### src/rtl/err_status_pkg.sv
// constants for the camera error status reporter
package err_status_pkg;
  // command frame fields
  localparam logic [7:0] STATUS_COMMAND_IDENTIFIER = 8'h43;
  localparam logic RW_READ = 1'b1;
  localparam logic RW_REPLY = 1'b0;
  localparam logic [7:0] STATUS_DATA_LEN = 8'h02;
  // first status byte bit positions
  localparam int B1_NO_TRIGGER = 0;
  localparam int B1_RESET_SEEN = 1;
  localparam int B1_UNLOCKED = 2;
  localparam int B1_RSVD3 = 3;
  localparam int B1_UNKNOWN_ID = 4;
  localparam int B1_ACCESS_DENIED = 5;
  localparam int B1_LEN_MISMATCH = 6;
  localparam int B1_PARAM_RSVD = 7;
  // second status byte holds eight fault inputs in bit order
  localparam int B2_WIDTH = 8;
  // reset value of the flag word
  localparam logic [15:0] FLAGS_RESET = 16'h0002;
  // trigger watchdog: 5 s at 50 MHz
  localparam int CLK_HZ = 50_000_000;
  localparam int TRIG_TIMEOUT_S = 5;
  localparam longint TRIG_TIMEOUT_CYC = longint'(TRIG_TIMEOUT_S) * CLK_HZ;
  // reply sequencer states
  typedef enum logic [1:0] {
    TX_IDLE = 2'b00,
    TX_HDR = 2'b01,
    TX_DATA = 2'b10
  } tx_state_t;
endpackage

### src/rtl/camera_error_status_reporter.sv
// status flag collection and status command reply for the camera
`timescale 1ns/1ps
`default_nettype none

module camera_error_status_reporter
  import err_status_pkg::*;
#(
  parameter longint TRIG_TIMEOUT = TRIG_TIMEOUT_CYC
) (
  // clock and reset
  input wire logic i_sys_clk,
  input wire logic i_resetn,
  // decoded command frame from the serial handler
  input wire logic i_cmd_valid,
  input wire logic [7:0] i_command_identifier,
  input wire logic i_cmd_rw,
  input wire logic [7:0] i_cmd_len,
  // monitors
  input wire logic i_line_trigger_input,
  input wire logic i_unlocked,
  input wire logic i_unknown_id,
  input wire logic i_access_denied,
  input wire logic i_len_mismatch,
  input wire logic i_reset_flag_clr,
  input wire logic [B2_WIDTH-1:0] i_fault,
  // reply byte stream
  output logic o_tx_valid,
  output logic [7:0] o_tx_byte,
  output logic o_tx_last,
  input wire logic i_tx_ready,
  // flag word view
  output logic [15:0] o_error_flag_word
);

  logic [31:0] trig_cnt_reg;
  logic trig_prev_reg;
  logic no_trig_reg;
  logic reset_seen_reg;
  logic unknown_reg;
  logic denied_reg;
  logic lenbad_reg;
  logic [15:0] flag_word;
  tx_state_t tx_state_reg;
  logic [2:0] tx_idx_reg;
  logic status_read;
  logic [7:0] tx_next;

  // line trigger watchdog counts cycles since last rising edge
  always_ff @(posedge i_sys_clk or negedge i_resetn) begin
    if (!i_resetn) begin
      trig_cnt_reg <= 32'h0000_0000;
      trig_prev_reg <= 1'b0;
      no_trig_reg <= 1'b0;
    end else begin
      trig_prev_reg <= i_line_trigger_input;
      if (i_line_trigger_input && !trig_prev_reg) begin
        trig_cnt_reg <= 32'h0000_0000;
        no_trig_reg <= 1'b0;
      end else if (64'(trig_cnt_reg) >= 64'(TRIG_TIMEOUT - 1)) begin
        no_trig_reg <= 1'b1;
      end else begin
        trig_cnt_reg <= trig_cnt_reg + 32'h0000_0001;
      end
    end
  end

  // reset flag set by reset itself, cleared only by explicit request
  always_ff @(posedge i_sys_clk or negedge i_resetn) begin
    if (!i_resetn) begin
      reset_seen_reg <= FLAGS_RESET[B1_RESET_SEEN];
    end else if (i_reset_flag_clr) begin
      reset_seen_reg <= 1'b0;
    end
  end

  // command protocol faults reflect the most recent command that is not a well formed status read
  // a status read keeps them, otherwise it could never report them
  always_ff @(posedge i_sys_clk or negedge i_resetn) begin
    if (!i_resetn) begin
      unknown_reg <= 1'b0;
      denied_reg <= 1'b0;
      lenbad_reg <= 1'b0;
    end else if (i_cmd_valid && !status_read) begin
      unknown_reg <= i_unknown_id;
      denied_reg <= i_access_denied;
      lenbad_reg <= i_len_mismatch;
    end
  end

  // assemble the flag word, one means present
  always_comb begin
    flag_word = 16'h0000;
    flag_word[B1_NO_TRIGGER] = no_trig_reg;
    flag_word[B1_RESET_SEEN] = reset_seen_reg;
    flag_word[B1_UNLOCKED] = i_unlocked;
    flag_word[B1_RSVD3] = 1'b0;
    flag_word[B1_UNKNOWN_ID] = unknown_reg;
    flag_word[B1_ACCESS_DENIED] = denied_reg;
    flag_word[B1_LEN_MISMATCH] = lenbad_reg;
    flag_word[B1_PARAM_RSVD] = 1'b0;
    flag_word[15:8] = i_fault;
  end

  // registered view of the flag word
  always_ff @(posedge i_sys_clk or negedge i_resetn) begin
    if (!i_resetn) begin
      o_error_flag_word <= 16'h0000;
    end else begin
      o_error_flag_word <= flag_word;
    end
  end

  // only a well formed status read is answered
  assign status_read = (i_command_identifier == STATUS_COMMAND_IDENTIFIER) &&
                       (i_cmd_rw == RW_READ) &&
                       (i_cmd_len == STATUS_DATA_LEN);

  // reply byte selection: id, flag, length, byte one, byte two
  always_comb begin
    case (tx_idx_reg)
      3'd0: tx_next = STATUS_COMMAND_IDENTIFIER;
      3'd1: tx_next = {7'h00, RW_REPLY};
      3'd2: tx_next = STATUS_DATA_LEN;
      3'd3: tx_next = o_error_flag_word[7:0];
      3'd4: tx_next = o_error_flag_word[15:8];
      default: tx_next = 8'h00;
    endcase
  end

  // reply sequencer, each flag byte sampled from the view as it is sent
  always_ff @(posedge i_sys_clk or negedge i_resetn) begin
    if (!i_resetn) begin
      tx_state_reg <= TX_IDLE;
      tx_idx_reg <= 3'd0;
      o_tx_valid <= 1'b0;
      o_tx_byte <= 8'h00;
      o_tx_last <= 1'b0;
    end else begin
      case (tx_state_reg)
        TX_IDLE: begin
          if (i_cmd_valid && status_read) begin
            tx_state_reg <= TX_HDR;
            tx_idx_reg <= 3'd0;
          end
        end
        TX_HDR: begin
          o_tx_valid <= 1'b1;
          o_tx_byte <= tx_next;
          o_tx_last <= (tx_idx_reg == 3'd4);
          tx_idx_reg <= tx_idx_reg + 3'd1;
          tx_state_reg <= TX_DATA;
        end
        TX_DATA: begin
          if (i_tx_ready) begin
            o_tx_valid <= 1'b0;
            o_tx_last <= 1'b0;
            if (o_tx_last) begin
              tx_state_reg <= TX_IDLE;
            end else begin
              tx_state_reg <= TX_HDR;
            end
          end
        end
        default: tx_state_reg <= TX_IDLE;
      endcase
    end
  end

  // reserved bits stay low in the view
  a_rsvd_zero: assert property (@(posedge i_sys_clk)
    disable iff (!i_resetn)
    !o_error_flag_word[B1_RSVD3] && !o_error_flag_word[B1_PARAM_RSVD])
    else $error("reserved status bit set");

  // well formed read starts a reply with the id byte
  a_read_reply: assert property (@(posedge i_sys_clk)
    disable iff (!i_resetn)
    (tx_state_reg == TX_IDLE && i_cmd_valid && status_read)
      |-> ##2 (o_tx_valid && o_tx_byte == STATUS_COMMAND_IDENTIFIER))
    else $error("status read not answered with id");

  // malformed status command does not start a reply
  a_bad_read: assert property (@(posedge i_sys_clk)
    disable iff (!i_resetn)
    (tx_state_reg == TX_IDLE && i_cmd_valid && !status_read)
      |=> tx_state_reg == TX_IDLE)
    else $error("malformed command answered");

  // last reply byte is the second flag byte
  a_last_byte: assert property (@(posedge i_sys_clk)
    disable iff (!i_resetn)
    (o_tx_valid && o_tx_last) |-> tx_idx_reg == 3'd5)
    else $error("reply length wrong");

  // trigger edge clears the no trigger flag next cycle
  a_trig_clear: assert property (@(posedge i_sys_clk)
    disable iff (!i_resetn)
    (i_line_trigger_input && !trig_prev_reg) |=> !no_trig_reg)
    else $error("trigger did not clear flag");

  // timeout sets the no trigger flag
  a_trig_set: assert property (@(posedge i_sys_clk)
    disable iff (!i_resetn)
    (64'(trig_cnt_reg) >= 64'(TRIG_TIMEOUT - 1) &&
     !(i_line_trigger_input && !trig_prev_reg)) |=> no_trig_reg)
    else $error("trigger timeout not flagged");

  // unlocked input appears in the view one cycle later, once out of reset
  a_unlock_view: assert property (@(posedge i_sys_clk)
    disable iff (!i_resetn)
    $past(i_resetn) |-> o_error_flag_word[B1_UNLOCKED] == $past(i_unlocked))
    else $error("unlocked flag wrong");

  // second byte follows fault inputs, once out of reset
  a_fault_view: assert property (@(posedge i_sys_clk)
    disable iff (!i_resetn)
    $past(i_resetn) |-> o_error_flag_word[15:8] == $past(i_fault))
    else $error("fault byte wrong");

  // protocol fault captured from a non status command
  a_proto_flag: assert property (@(posedge i_sys_clk)
    disable iff (!i_resetn)
    (i_cmd_valid && !status_read)
      |=> (unknown_reg == $past(i_unknown_id) &&
           denied_reg == $past(i_access_denied) &&
           lenbad_reg == $past(i_len_mismatch)))
    else $error("protocol flag not captured");

  // reset flag holds until cleared
  a_reset_hold: assert property (@(posedge i_sys_clk)
    disable iff (!i_resetn)
    (reset_seen_reg && !i_reset_flag_clr) |=> reset_seen_reg)
    else $error("reset flag lost");

  // a status read leaves the protocol fault flags as they were
  a_read_keeps: assert property (@(posedge i_sys_clk)
    disable iff (!i_resetn)
    (i_cmd_valid && status_read)
      |=> ($stable(unknown_reg) && $stable(denied_reg) &&
           $stable(lenbad_reg)))
    else $error("status read changed a protocol flag");

  // an unknown id verdict reaches the view two edges later
  a_unknown_seen: assert property (@(posedge i_sys_clk)
    disable iff (!i_resetn)
    (i_cmd_valid && !status_read && i_unknown_id) ##1 !i_cmd_valid
      |=> o_error_flag_word[B1_UNKNOWN_ID])
    else $error("unknown id not reported");

  // an access denied verdict reaches the view two edges later
  a_denied_seen: assert property (@(posedge i_sys_clk)
    disable iff (!i_resetn)
    (i_cmd_valid && !status_read && i_access_denied) ##1 !i_cmd_valid
      |=> o_error_flag_word[B1_ACCESS_DENIED])
    else $error("access denied not reported");

  // a length verdict reaches the view two edges later
  a_lenbad_seen: assert property (@(posedge i_sys_clk)
    disable iff (!i_resetn)
    (i_cmd_valid && !status_read && i_len_mismatch) ##1 !i_cmd_valid
      |=> o_error_flag_word[B1_LEN_MISMATCH])
    else $error("length mismatch not reported");

  // leaving reset always reports that a reset happened
  a_reset_set: assert property (@(posedge i_sys_clk)
    disable iff (!i_resetn)
    $rose(i_resetn) |-> reset_seen_reg ##1 o_error_flag_word[B1_RESET_SEEN])
    else $error("reset not reported");

  // a reply byte stands until the host takes it
  a_byte_hold: assert property (@(posedge i_sys_clk)
    disable iff (!i_resetn)
    (o_tx_valid && !i_tx_ready)
      |=> (o_tx_valid && $stable(o_tx_byte) && $stable(o_tx_last)))
    else $error("reply byte changed before taken");

  // a taken byte is withdrawn on the next edge
  a_valid_drop: assert property (@(posedge i_sys_clk)
    disable iff (!i_resetn)
    (o_tx_valid && i_tx_ready) |=> !o_tx_valid)
    else $error("reply byte not withdrawn");

  // second and third reply bytes carry the reply flag and the length
  a_reply_hdr: assert property (@(posedge i_sys_clk)
    disable iff (!i_resetn)
    o_tx_valid
      |-> ((tx_idx_reg != 3'd2 || o_tx_byte == {7'h00, RW_REPLY}) &&
           (tx_idx_reg != 3'd3 || o_tx_byte == STATUS_DATA_LEN)))
    else $error("reply header byte wrong");

endmodule

`default_nettype wire

### config.mk
export PLATFORM = sky130hd
export DESIGN_NAME = camera_error_status_reporter
export DESIGN_NICKNAME = d
export VERILOG_FILES = /design/src/rtl/err_status_pkg.sv /design/src/rtl/camera_error_status_reporter.sv
export SDC_FILE = /design/constraint.sdc
export NUM_CORES = 1
export LEC_CHECK = 0
export BUFFER_PORTS_ARGS = -buffer_cell sky130_fd_sc_hd__buf_4
export CAP_MARGIN = 10
export CORE_UTILIZATION = 45
export DETAILED_ROUTE_END_ITERATION = 10
export MAX_ROUTING_LAYER = met4
export PLACE_DENSITY = 0.67
export SKIP_CTS_REPAIR_TIMING = 1
export SLEW_MARGIN = 20
export SYNTH_ARGS = -nofsm -noshare
export SYNTH_HDL_FRONTEND = slang
export SYNTH_SLANG_ARGS = --single-unit
export TNS_END_PERCENT = 1
### constraint.sdc
create_clock -name i_sys_clk -period 5.9 [get_ports i_sys_clk]
set_clock_uncertainty 0.15 [all_clocks]
set_input_delay 0.885 -clock i_sys_clk [delete_from_list [all_inputs] [get_ports i_sys_clk]]
set_output_delay 0.885 -clock i_sys_clk [all_outputs]
set_load 0.01 [all_outputs]
; Word level (Yosys, flattened, before mapping)
; Index checks and enable logic that the tools add are counted.
; W data, S select, Z words.
[totals]
register_bits = 67
elab_cells = 55
out_inout_bits = 26
[classes]
n_reduce_logical = 15
eq_ne = 10
n_mux = 14
n_addsub = 2
magnitude_cmp = 1
[ops]
columns = operator, count
row1 = $mux W32, 2
row2 = $add A32 B1 Y32 const B, 1
row3 = $ge A32 B28 Y1 const B, 1
row4 = $pmux W8 S4, 1
row5 = $eq A8 B2 Y1 const B, 1
row6 = $eq A8 B7 Y1 const B, 1
row7 = $eq A3 B2 Y1 const B, 2
row8 = $ne A2 B2 Y1 const B, 3
row9 = $pmux W2 S3, 1
row10 = $pmux W3 S2, 1
row11 = $reduce_and A2 Y1, 3
row12 = $reduce_bool A2 Y1, 3
row13 = $logic_and A1 B1 Y1, 5
row14 = $mux W1, 4
row15 = $mux W2, 2
row16 = $pmux W1 S2, 2
row17 = $add A3 B1 Y3 const B, 1
row18 = $eq A3 B3 Y1 const B, 1
row19 = $logic_not A3 Y1, 1
row20 = $mux W3, 1
row21 = $eq A2 B1 Y1 const B, 1
row22 = $eq A2 B2 Y1 const B, 1
row23 = $logic_not A1 Y1, 2
row24 = $logic_not A2 Y1, 1

; Longest topological paths before layout
; Gate-level depths: netlist (run 1).
[logic_depth]
word_depth = 6
depth_mapped = 9
ltp_nobuf = 6

; Worst setup path before layout (run 1)
; Ideal clock, no wire load.
[synth_timing]
path_kind = register to register
startpoint = register trig_cnt_reg[14]
endpoint = register trig_cnt_reg[21]
t_arrival_ps = 1989
setup_ps = 136
stages_incl_launch_ff = 9
slack_ps = 3624
n_path_buf = 3
required_time_ps = 5614
cell_sequence = dfrtp_1 or4_1 a311oi_2 nor3_2 buf_6 buf_8 buf_6 o31ai_1 a21oi_1
[synth_via]
elab_chain_cells = 3
word_cells_on_any_way = 5
cone_classes = add/sub: 1 / order compare: 1 / eq/ne: 1 / mux: 2
[synth_rtl]
columns = element, line_no
row1 = "start, declared", camera_error_status_reporter.sv:35  ; logic [31:0] trig_cnt_reg;
row2 = "start signal, assigned", camera_error_status_reporter.sv:62  ; trig_cnt_reg <= trig_cnt_reg + 32'h0000_0001;
row3 = $add A32 B1 Y32, camera_error_status_reporter.sv:62
row4 = $mux W32, camera_error_status_reporter.sv:59  ; end else if (64'(trig_cnt_reg) >= 64'(TRIG_TIMEOUT - 1)) begin
row5 = $mux W32, camera_error_status_reporter.sv:56  ; if (i_line_trigger_input && !trig_prev_reg) begin
; Several ways; a longest one is shown, not always the timed one. The select of a mux whose other input is x is not followed.
; A chain may end at the register's enable or synchronous reset.

; Worst setup path after layout (run 1)
[layout_timing]
startpoint = register trig_cnt_reg[24]
endpoint = register trig_cnt_reg[12]
[layout_via]
elab_chain_cells = 2
[layout_rtl]
columns = element, line_no
row1 = $ge A32 B28 Y1, camera_error_status_reporter.sv:59
row2 = $ne A2 B2 Y1 (no source line), --
; No other way between the ends.

==> flow_summary.yaml, run 1 <==
setup_path:
  r2r-start: "trig_cnt_reg[24]"
  worst_ep_arrival_time_ns: 2.95
  cp-start-kind: "flip-flop"
  setup.worst_path.start: "trig_cnt_reg[24]"
  crit_path_max_fanout: 27
  end_kind: "flip-flop"
  crit_path_max_incr_delay_ns: 0.55
  critPathTopFamily: "simple AND/OR/NAND/NOR gates"
  timing.critical_path.buf_inv: 1
  critical_path_class: "reg -> reg"
  crit_chain: "or3_1 > or4_4 > nor3_4 > buf_4 > o31ai_1 > a21oi_1"
  cp_data_required_time_ns: 6.02
  slowest_stage: "nor3_4"
yosys:
  ys_types: 50
  synth_top_area_share: 0.516
  async_flop_share: 1.00
  synth_most_common_cell: "dfrtp_1"
  yosysTopAreaCell: "dfrtp_1"
  synth_seq_cells: 67
  ys_seq_area_frac: 0.524
  ys.flop_type: "dfrtp_1"
  synth_cells: 312
  synth_top_cells_by_area: "dfrtp_1 (52%), o31ai_1 (4.5%), or4_1 (4.5%)"
  yosys_warnings: 0
  synth_top_cells_by_count: "dfrtp_1 (66), a21oi_1 (28), nand2_1 (28)"
  syn-cell-area_um2: 3200
  synth_edf_count: 0
  avgSynthCellArea_um2: 10.3
power:
  power_frac_clock: 0.289
  p_per_area_nw_per_um2: 306
  seq_power_share: 0.492
  power_frac_comb: 0.219
  power.internal_uw: 813
  vdd_ir_drop_max_mv: 0.110
  swShare: 0.317
  leakagePower_nw: 1.69
  p_switching_uw: 376
timing:
  final-hold-violation-count: 0
  max_slew.worst_pin.slew_ns: 1.03
  period_share: 0.480
  slew_headroom: 0.307
  min_period_ns: 2.83
  setup_tns_ns: 0
  maxSlewViolCount: 0
  rsz0062_at_grt: "false"
  finalSetupViolations: 0
  fin_ws_ns: 3.07
  clock.fmax_mhz: 353
die:
  initial_core_util: 0.469
  core.rowCount: 30
  ios: 61
  core-area_um2: 6830
  die_area_um2: 7460
  die_w_um: 86.4
  dieHeight_um: 86.4
hold_path:
  hold_path_class: "reg -> reg"
  min-delay-start: "denied_reg"
cts:
  clock_sinks: 67
  clk_pin_slew_ns: 0.08
  cts_made_buffers: 9
  cts_buffer_depth: 2
  htree_levels: 3
  cts_root_buf: "clkbuf_8"
  cts_tree: "built"
  insertion_delay_ns: 0.34
finish:
  antenna_cells: 0
  drive_gt1_frac: 0.241
  area_delta_synth_final_pct: 21.3
  largest_register_ffs: 32
  final_nets: 407
drt:
  drt.antenna.violating_nets: 0
  wl_um: 7330
  drt_iter0_markers: 117
  dr.pass1.iters: 5
  drc: 0
  wire_per_inst_um: 15.6
  vias: 2730
  viasPerCell: 5.82
run:
  drv_cap: 0
place:
  gp_congestion: 0.860
  dp_hpwl_um: 4970
  place_worst_setup_slack_ns: 3.09
  portBuffers: 58
global_routing:
  grt.overflow.total: 0
  grt_max_degree: 68
  grt_pass1_vias: 2647
  grt_first_pass_wirelength_um: 12500
  antenna_found_initial: 0
  track_usage: 0.221
run_status:
  outcome: "completed"
per-stage QoR:
stage	hold slack [ns]	power, mW	util	instances	cell area [µm²]
floorplan	0.199	0.730	-	313	3210
global placement	0.201	0.846	0.542	453	3700
detailed placement	0.207	0.859	0.542	453	3700
CTS	0.221	1.20	0.568	469	3880
global route	0.228	1.26	0.569	469	3890
finish	0.220	1.19	0.569	469	3890
worst register-to-register path, cell delays in order (launching register included):
cell,delay [ns]
dfrtp_1,0.42
or3_1,0.41
or4_4,0.54
nor3_4,0.55
buf_4,0.40
o31ai_1,0.14
a21oi_1,0.16
final timing paths:
| path | to | slack [ns] | depth (start not counted) |
|---|---|---|---|
| min reg2reg | o_error_flag_word[5] | 0.22 | 0 |
| max in group asynchronous | o_tx_byte[7] | 4.55 | 1 |
| min in group asynchronous | o_error_flag_word[9] | 0.48 | 1 |
| max | trig_cnt_reg[12] | 3.07 | 6 |
| min | o_error_flag_word[5] | 0.22 | 0 |
| max reg2reg | trig_cnt_reg[12] | 3.07 | 6 |
cell type report:
type	count	area, µm²
clock buffers	10	138
well taps	96	120
flip-flops and latches	67	1680
multi-input cells	222	1420
inverters	6	22.5
fillers	615	2950
clock inverters	6	41.3
repair buffers	62	465
metal layers:
layer | wire length (µm) | GRT usage | share of wire
met4 | 50 | 0.0591 | 0.0068
met5 | 0 | - | 0
met1 | 3290 | 0.280 | 0.45
met2 | 3470 | 0.353 | 0.47
met3 | 520 | 0.0571 | 0.071
power by group through the flow:
stage | registers [mW] | clock network (mW) | logic, mW
final | 0.585 | 0.343 | 0.261
after global routing | 0.595 | 0.372 | 0.295
after CTS | 0.586 | 0.353 | 0.265
after detailed placement | 0.595 | 0 | 0.264
after global placement | 0.591 | 0 | 0.255
after floorplan | 0.592 | 0 | 0.138
cell usage in the layout (no fill, tap or decap), types with 2 or more instances in the layout:
cell and count:
nor3_1 8, mux2i_1 4, clkbuf_8 10, nor2b_1 3, nand3_1 18, a21o_1 2, mux2_2 3, nand2b_1 9
nor4_2 3, buf_4 62, dfrtp_1 66, o31ai_1 18, clkinv_2 2, or3_1 4, nand2_1 28, a31oi_1 4
nor4b_1 2, conb_1 2, nand4b_1 2, clkinvlp_4 3, or4_1 19, ha_1 4, a21oi_1 28, a22o_1 4
inv_1 6, and3_1 4, and2_1 4, nor2_1 10, o21ai_0 11, a32oi_1 3, nand4_1 8
logic make-up (layout without fill, tap and decap cells):
kind of cell / after synthesis / in the layout / share of synthesized area
AO/OA/AOI/OAI: 81 / 81 / 0.165
adder cells (fa/ha/maj): 4 / 4 / 0.0156
buffers and inverters: 24 / 84 / 0.0418
flip-flops: 67 / 67 / 0.524
multiplexers: 7 / 7 / 0.0230
other: 1 / 2 / 0.00117
AND/OR/NAND/NOR: 128 / 128 / 0.229
Power figures use the tool's default switching activity.
==> run 2: changes to the inputs <==
Clock period 5.9 ns to 2.8 ns, I/O delays scaled along.
==> run 2 against run 1 <==
Effect of this change: hold slack got worse by 0.19 ns; combinational power rose by 110%; first-iteration DRC count rose by 57%; die area did not move; maximum frequency rose by 11%; sequential power rose by 110%; sequential share of layout area fell by 0.30 points; largest cell class unchanged.
==> flow_summary.yaml, run 2 (synthesis gave the netlist of run 1 again) <==
setup_path:
  worst_ep_arrival_time_ns: 2.66
  worstRegToRegCells: 6
  cp_data_required_time_ns: 2.91
  crit_top_cell: "or4_1"
  r2r_slack_ns: 0.25
  crit_path_max_fanout: 25
  worst_r2r_endpoint: "trig_cnt_reg[15]"
  timing.critical_path.buf_inv: 1
  critPathTopFamily: "simple AND/OR/NAND/NOR gates"
  slowest_stage: "or4_1"
  crit_chain: "or4_1 > a311oi_2 > nor3_4 > buf_4 > or4_1 > a21oi_1"
  end_kind: "flip-flop"
  critical_path_class: "reg -> reg"
  crit_path_max_incr_delay_ns: 0.57
  cp-start-kind: "flip-flop"
  r2r-start: "trig_cnt_reg[14]"
global_routing:
  grt_pass1_vias: 2616
  grt.overflow.total: 0
  grt_max_degree: 68
  track_usage: 0.219
  grt_first_pass_wirelength_um: 12300
  antenna_found_initial: 0
drt:
  wire_per_inst_um: 15.3
  wl_um: 7270
  viasPerCell: 5.75
  drc: 0
  vias: 2727
  dr.pass1.iters: 4
  drt.antenna.violating_nets: 0
  drt_iter0_markers: 184
cts:
  clock_sinks: 67
  clk_pin_slew_ns: 0.07
  cts_buffer_depth: 2
  htree_levels: 3
  cts_root_buf: "clkbuf_8"
  cts_tree: "built"
  cts_made_buffers: 9
  insertion_delay_ns: 0.34
timing:
  maxSlewViolCount: 0
  setup_tns_ns: 0
  clock.fmax_mhz: 393
  max_slew.worst_pin.slew_ns: 0.841
  slew_headroom: 0.440
  min_period_ns: 2.55
  finalSetupViolations: 0
  rsz0062_at_grt: "false"
  period_share: 0.910
  final-hold-violation-count: 0
finish:
  drive_gt1_frac: 0.243
  nFillCells: 598
  layoutNonFillerInstCount: 474
  final_nets: 412
  largest_register_ffs: 32
  mostFrequentLayoutCells: "dfrtp_1 (66), buf_4 (66), nand2_1 (28), a21oi_1 (28), or4_1 (19)"
  area_delta_synth_final_pct: 22.2
  antenna_cells: 0
die:
  core.rowCount: 30
  dieHeight_um: 86.4
  ios: 61
  die_area_um2: 7460
  core-area_um2: 6830
  initial_core_util: 0.469
  die_w_um: 86.4
power:
  vdd_ir_drop_max_mv: 0.278
  p_per_area_nw_per_um2: 629
  total_power_mw: 2.46
  leakagePower_nw: 1.72
place:
  dp_cells: 458
  portBuffers: 58
  dp_hpwl_um: 4960
  gp_congestion: 0.787
run:
  drv_cap: 0
run_status:
  outcome: "completed"
hold_path:
  hold_path_class: "in -> async"
==> run 2: area by class of cell <==
class	instances	area [µm²]	area share
timing repair buffer	67	515	0.132
clock buffer	11	131	0.0336
multi-input combinational	222	1420	0.362
sequential	67	1680	0.429
inverter	6	22.5	0.00575
tap	96	120	0.0307
clock inverter	5	31.3	0.00799
==> run 2: routing by layer <==
metal / vias to the layer above / wire length [µm] / share of wire / track usage
met5: - / 0 / 0 / -
met4: 0 / 122 / 0.017 / 0.0773
met3: 10 / 473 / 0.065 / 0.0619
met2: 94 / 3500 / 0.48 / 0.338
met1: 1318 / 3180 / 0.44 / 0.279
li1: 1305 / - / - / -
==> run 2: through the flow <==
step | hold slack, ns | instance area [µm²] | utilization | worst slack [ns]
final | 0.0294 | 3910 | 0.573 | 0.253
after CTS | 0.0185 | 3910 | 0.573 | 0.243
after detailed placement | 0.206 | 3750 | 0.549 | 0.266
after global routing | 0.00535 | 3910 | 0.573 | 0.135
after floorplan | -0.0256 | 3210 | - | 0.524
after global placement | 0.200 | 3750 | 0.549 | 0.343
==> run 2: where the power goes <==
part | switching [mW] | leakage [nW] | internal (mW)
registers | 0.128 | 0.877 | 1.10
clock network | 0.366 | 0.0831 | 0.319
logic | 0.281 | 0.760 | 0.268
==> run 2: how the worst max path moves through the flow <==
stage | cells after the start | slack, ns | endpoint | startpoint
after floorplan | 8 | 0.52 | trig_cnt_reg[21] | trig_cnt_reg[14]
after global placement | 6 | 0.34 | trig_cnt_reg[4] | trig_cnt_reg[14]
after detailed placement | 6 | 0.27 | trig_cnt_reg[3] | trig_cnt_reg[14]
after CTS | 6 | 0.24 | trig_cnt_reg[3] | trig_cnt_reg[14]
after global routing | 6 | 0.14 | trig_cnt_reg[15] | trig_cnt_reg[14]
final | 6 | 0.25 | trig_cnt_reg[15] | trig_cnt_reg[14]
==> run 2: worst reg2reg max path, stage by stage (launching register included) <==
cell and delay, ns:
dfrtp_1 0.45, or4_1 0.57, a311oi_2 0.37, nor3_4 0.07, buf_4 0.22, or4_1 0.49
a21oi_1 0.15
==> run 3: changes to the inputs <==
Settings changed: BUFFER_PORTS_ARGS -buffer_cell sky130_fd_sc_hd__buf_4 to default, DONT_BUFFER_PORTS from default to 1, PLACE_DENSITY 0.67 to default.
==> run 3 against run 2 <==
Effect of this change: register-to-register slack gained 0.06 ns; cell count down 9.7%; maximum frequency increased by 2.3%; hold slack improved by 0.053 ns; clock-buffer cell count decreased by 2; die area unchanged; critical path type unchanged; largest cell class unchanged; largest power group unchanged; highest routed layer unchanged.
==> flow_summary.yaml, run 3 (synthesis gave the netlist of run 1 again) <==
hold_path:
  min-delay-start: "i_len_mismatch"
  hold_path_class: "in -> reg"
  hold-path-endpoint: "lenbad_reg"
  hold_depth: 1
setup_path:
  crit_path_max_fanout: 14
  r2r-start: "trig_cnt_reg[14]"
  worst_r2r_endpoint: "trig_cnt_reg[3]"
  cp-start-kind: "flip-flop"
  r2r_slack_ns: 0.31
  crit_top_cell: "or4_1"
  crit_path_max_incr_delay_ns: 0.55
  crit_chain: "or4_1 > a311oi_2 > nor3_4 > buf_4 > or4_1 > a21oi_1"
  end_kind: "flip-flop"
  cp_data_required_time_ns: 2.91
  worst_ep_arrival_time_ns: 2.60
  critical_path_class: "reg -> reg"
  worstRegToRegCells: 6
  slowest_stage: "or4_1"
finish:
  mostFrequentLayoutCells: "dfrtp_1 (66), nand2_1 (28), a21oi_1 (28)"
  area_delta_synth_final_pct: 14.9
  drive_gt1_frac: 0.108
  antenna_cells: 0
  final_common_cell: "dfrtp_1"
  final_nets: 366
  largest_register_ffs: 32
timing:
  min_period_ns: 2.49
  setup_tns_ns: 0
  maxSlewViolCount: 0
  rsz0062_at_grt: "false"
  clock.fmax_mhz: 402
  finalSetupViolations: 0
  slew_headroom: 0.610
  max_slew.worst_pin.slew_ns: 0.585
  final-hold-violation-count: 0
  period_share: 0.889
run_status:
  outcome: "completed"
cts:
  cts_root_buf: "clkbuf_8"
  cts_made_buffers: 9
  cts_buffer_depth: 2
  cts_tree: "built"
  insertion_delay_ns: 0.34
  htree_levels: 3
  clk_pin_slew_ns: 0.07
  clock_sinks: 67
drt:
  drc: 0
  drt_iter0_markers: 115
  vias: 2506
  viasPerCell: 5.86
  drt.antenna.violating_nets: 0
  dr.pass1.iters: 4
  wire_per_inst_um: 15.7
  wl_um: 6720
die:
  ios: 61
  die_area_um2: 7460
  core.rowCount: 30
  initial_core_util: 0.469
  dieHeight_um: 86.4
  core-area_um2: 6830
  die_w_um: 86.4
power:
  leakagePower_nw: 1.52
  p_per_area_nw_per_um2: 689
  total_power_mw: 2.54
  vdd_ir_drop_max_mv: 0.246
global_routing:
  grt_max_degree: 68
  grt.overflow.total: 0
  grt_first_pass_wirelength_um: 11000
  grt_pass1_vias: 2335
  track_usage: 0.197
  antenna_found_initial: 0
run:
  drv_cap: 0
place:
  gp_congestion: 0.791
  dp_hpwl_um: 4330
  portBuffers: 0
## run 3: routing by layer
metal	track usage	vias to the layer above	wire length, µm
met4	0.0773	0	68
li1	-	1214	-
met5	-	-	0
met3	0.0371	6	289
met1	0.244	1222	3150
met2	0.320	64	3220
## run 3: area by class of cell
cell class / count / area [µm²]
Fill cell: 630 / 3150
Clock inverter: 7 / 101
Sequential cell: 67 / 1680
Tap cell: 96 / 120
Timing Repair Buffer: 21 / 220
Multi-Input combinational cell: 222 / 1420
Inverter: 6 / 22.5
Clock buffer: 9 / 124
## run 3: worst max-delay path by stage
stage / startpoint / endpoint / slack [ns] / cells past startpoint
floorplan: trig_cnt_reg[14] / trig_cnt_reg[21] / 0.52 / 8
global placement: trig_cnt_reg[14] / trig_cnt_reg[4] / 0.37 / 6
finish: trig_cnt_reg[14] / trig_cnt_reg[3] / 0.31 / 6
CTS: trig_cnt_reg[14] / trig_cnt_reg[3] / 0.31 / 6
global route: trig_cnt_reg[14] / trig_cnt_reg[3] / 0.14 / 6
detailed placement: trig_cnt_reg[14] / trig_cnt_reg[6] / 0.31 / 6
## run 3: stage by stage
stage	util	worst slack (ns)	std cells	hold WS, ns	area, µm²
CTS	0.517	0.310	415	-0.405	3530
global route	0.539	0.137	428	0.0694	3680
detailed placement	0.484	0.314	399	-0.0242	3310
global placement	0.484	0.366	399	-0.0244	3310
floorplan	-	0.524	313	-0.0256	3210
finish	0.539	0.311	428	0.0828	3680
## run 3: critical path: cells and delay by family, from the launching register on
family,cells,cell delay [ns]
AOI/OAI and AO/OA,2,0.52
and+or+nand+nor,3,1.11
DFF,1,0.45
buffers and inverters,1,0.19
## run 3: power breakdown
| part | internal, mW | switching (mW) | leakage (nW) |
|---|---|---|---|
| Clock | 0.507 | 0.383 | 0.106 |
| Combinational | 0.163 | 0.206 | 0.533 |
| Sequential | 1.10 | 0.175 | 0.877 |
| Total | 1.77 | 0.765 | 1.52 |
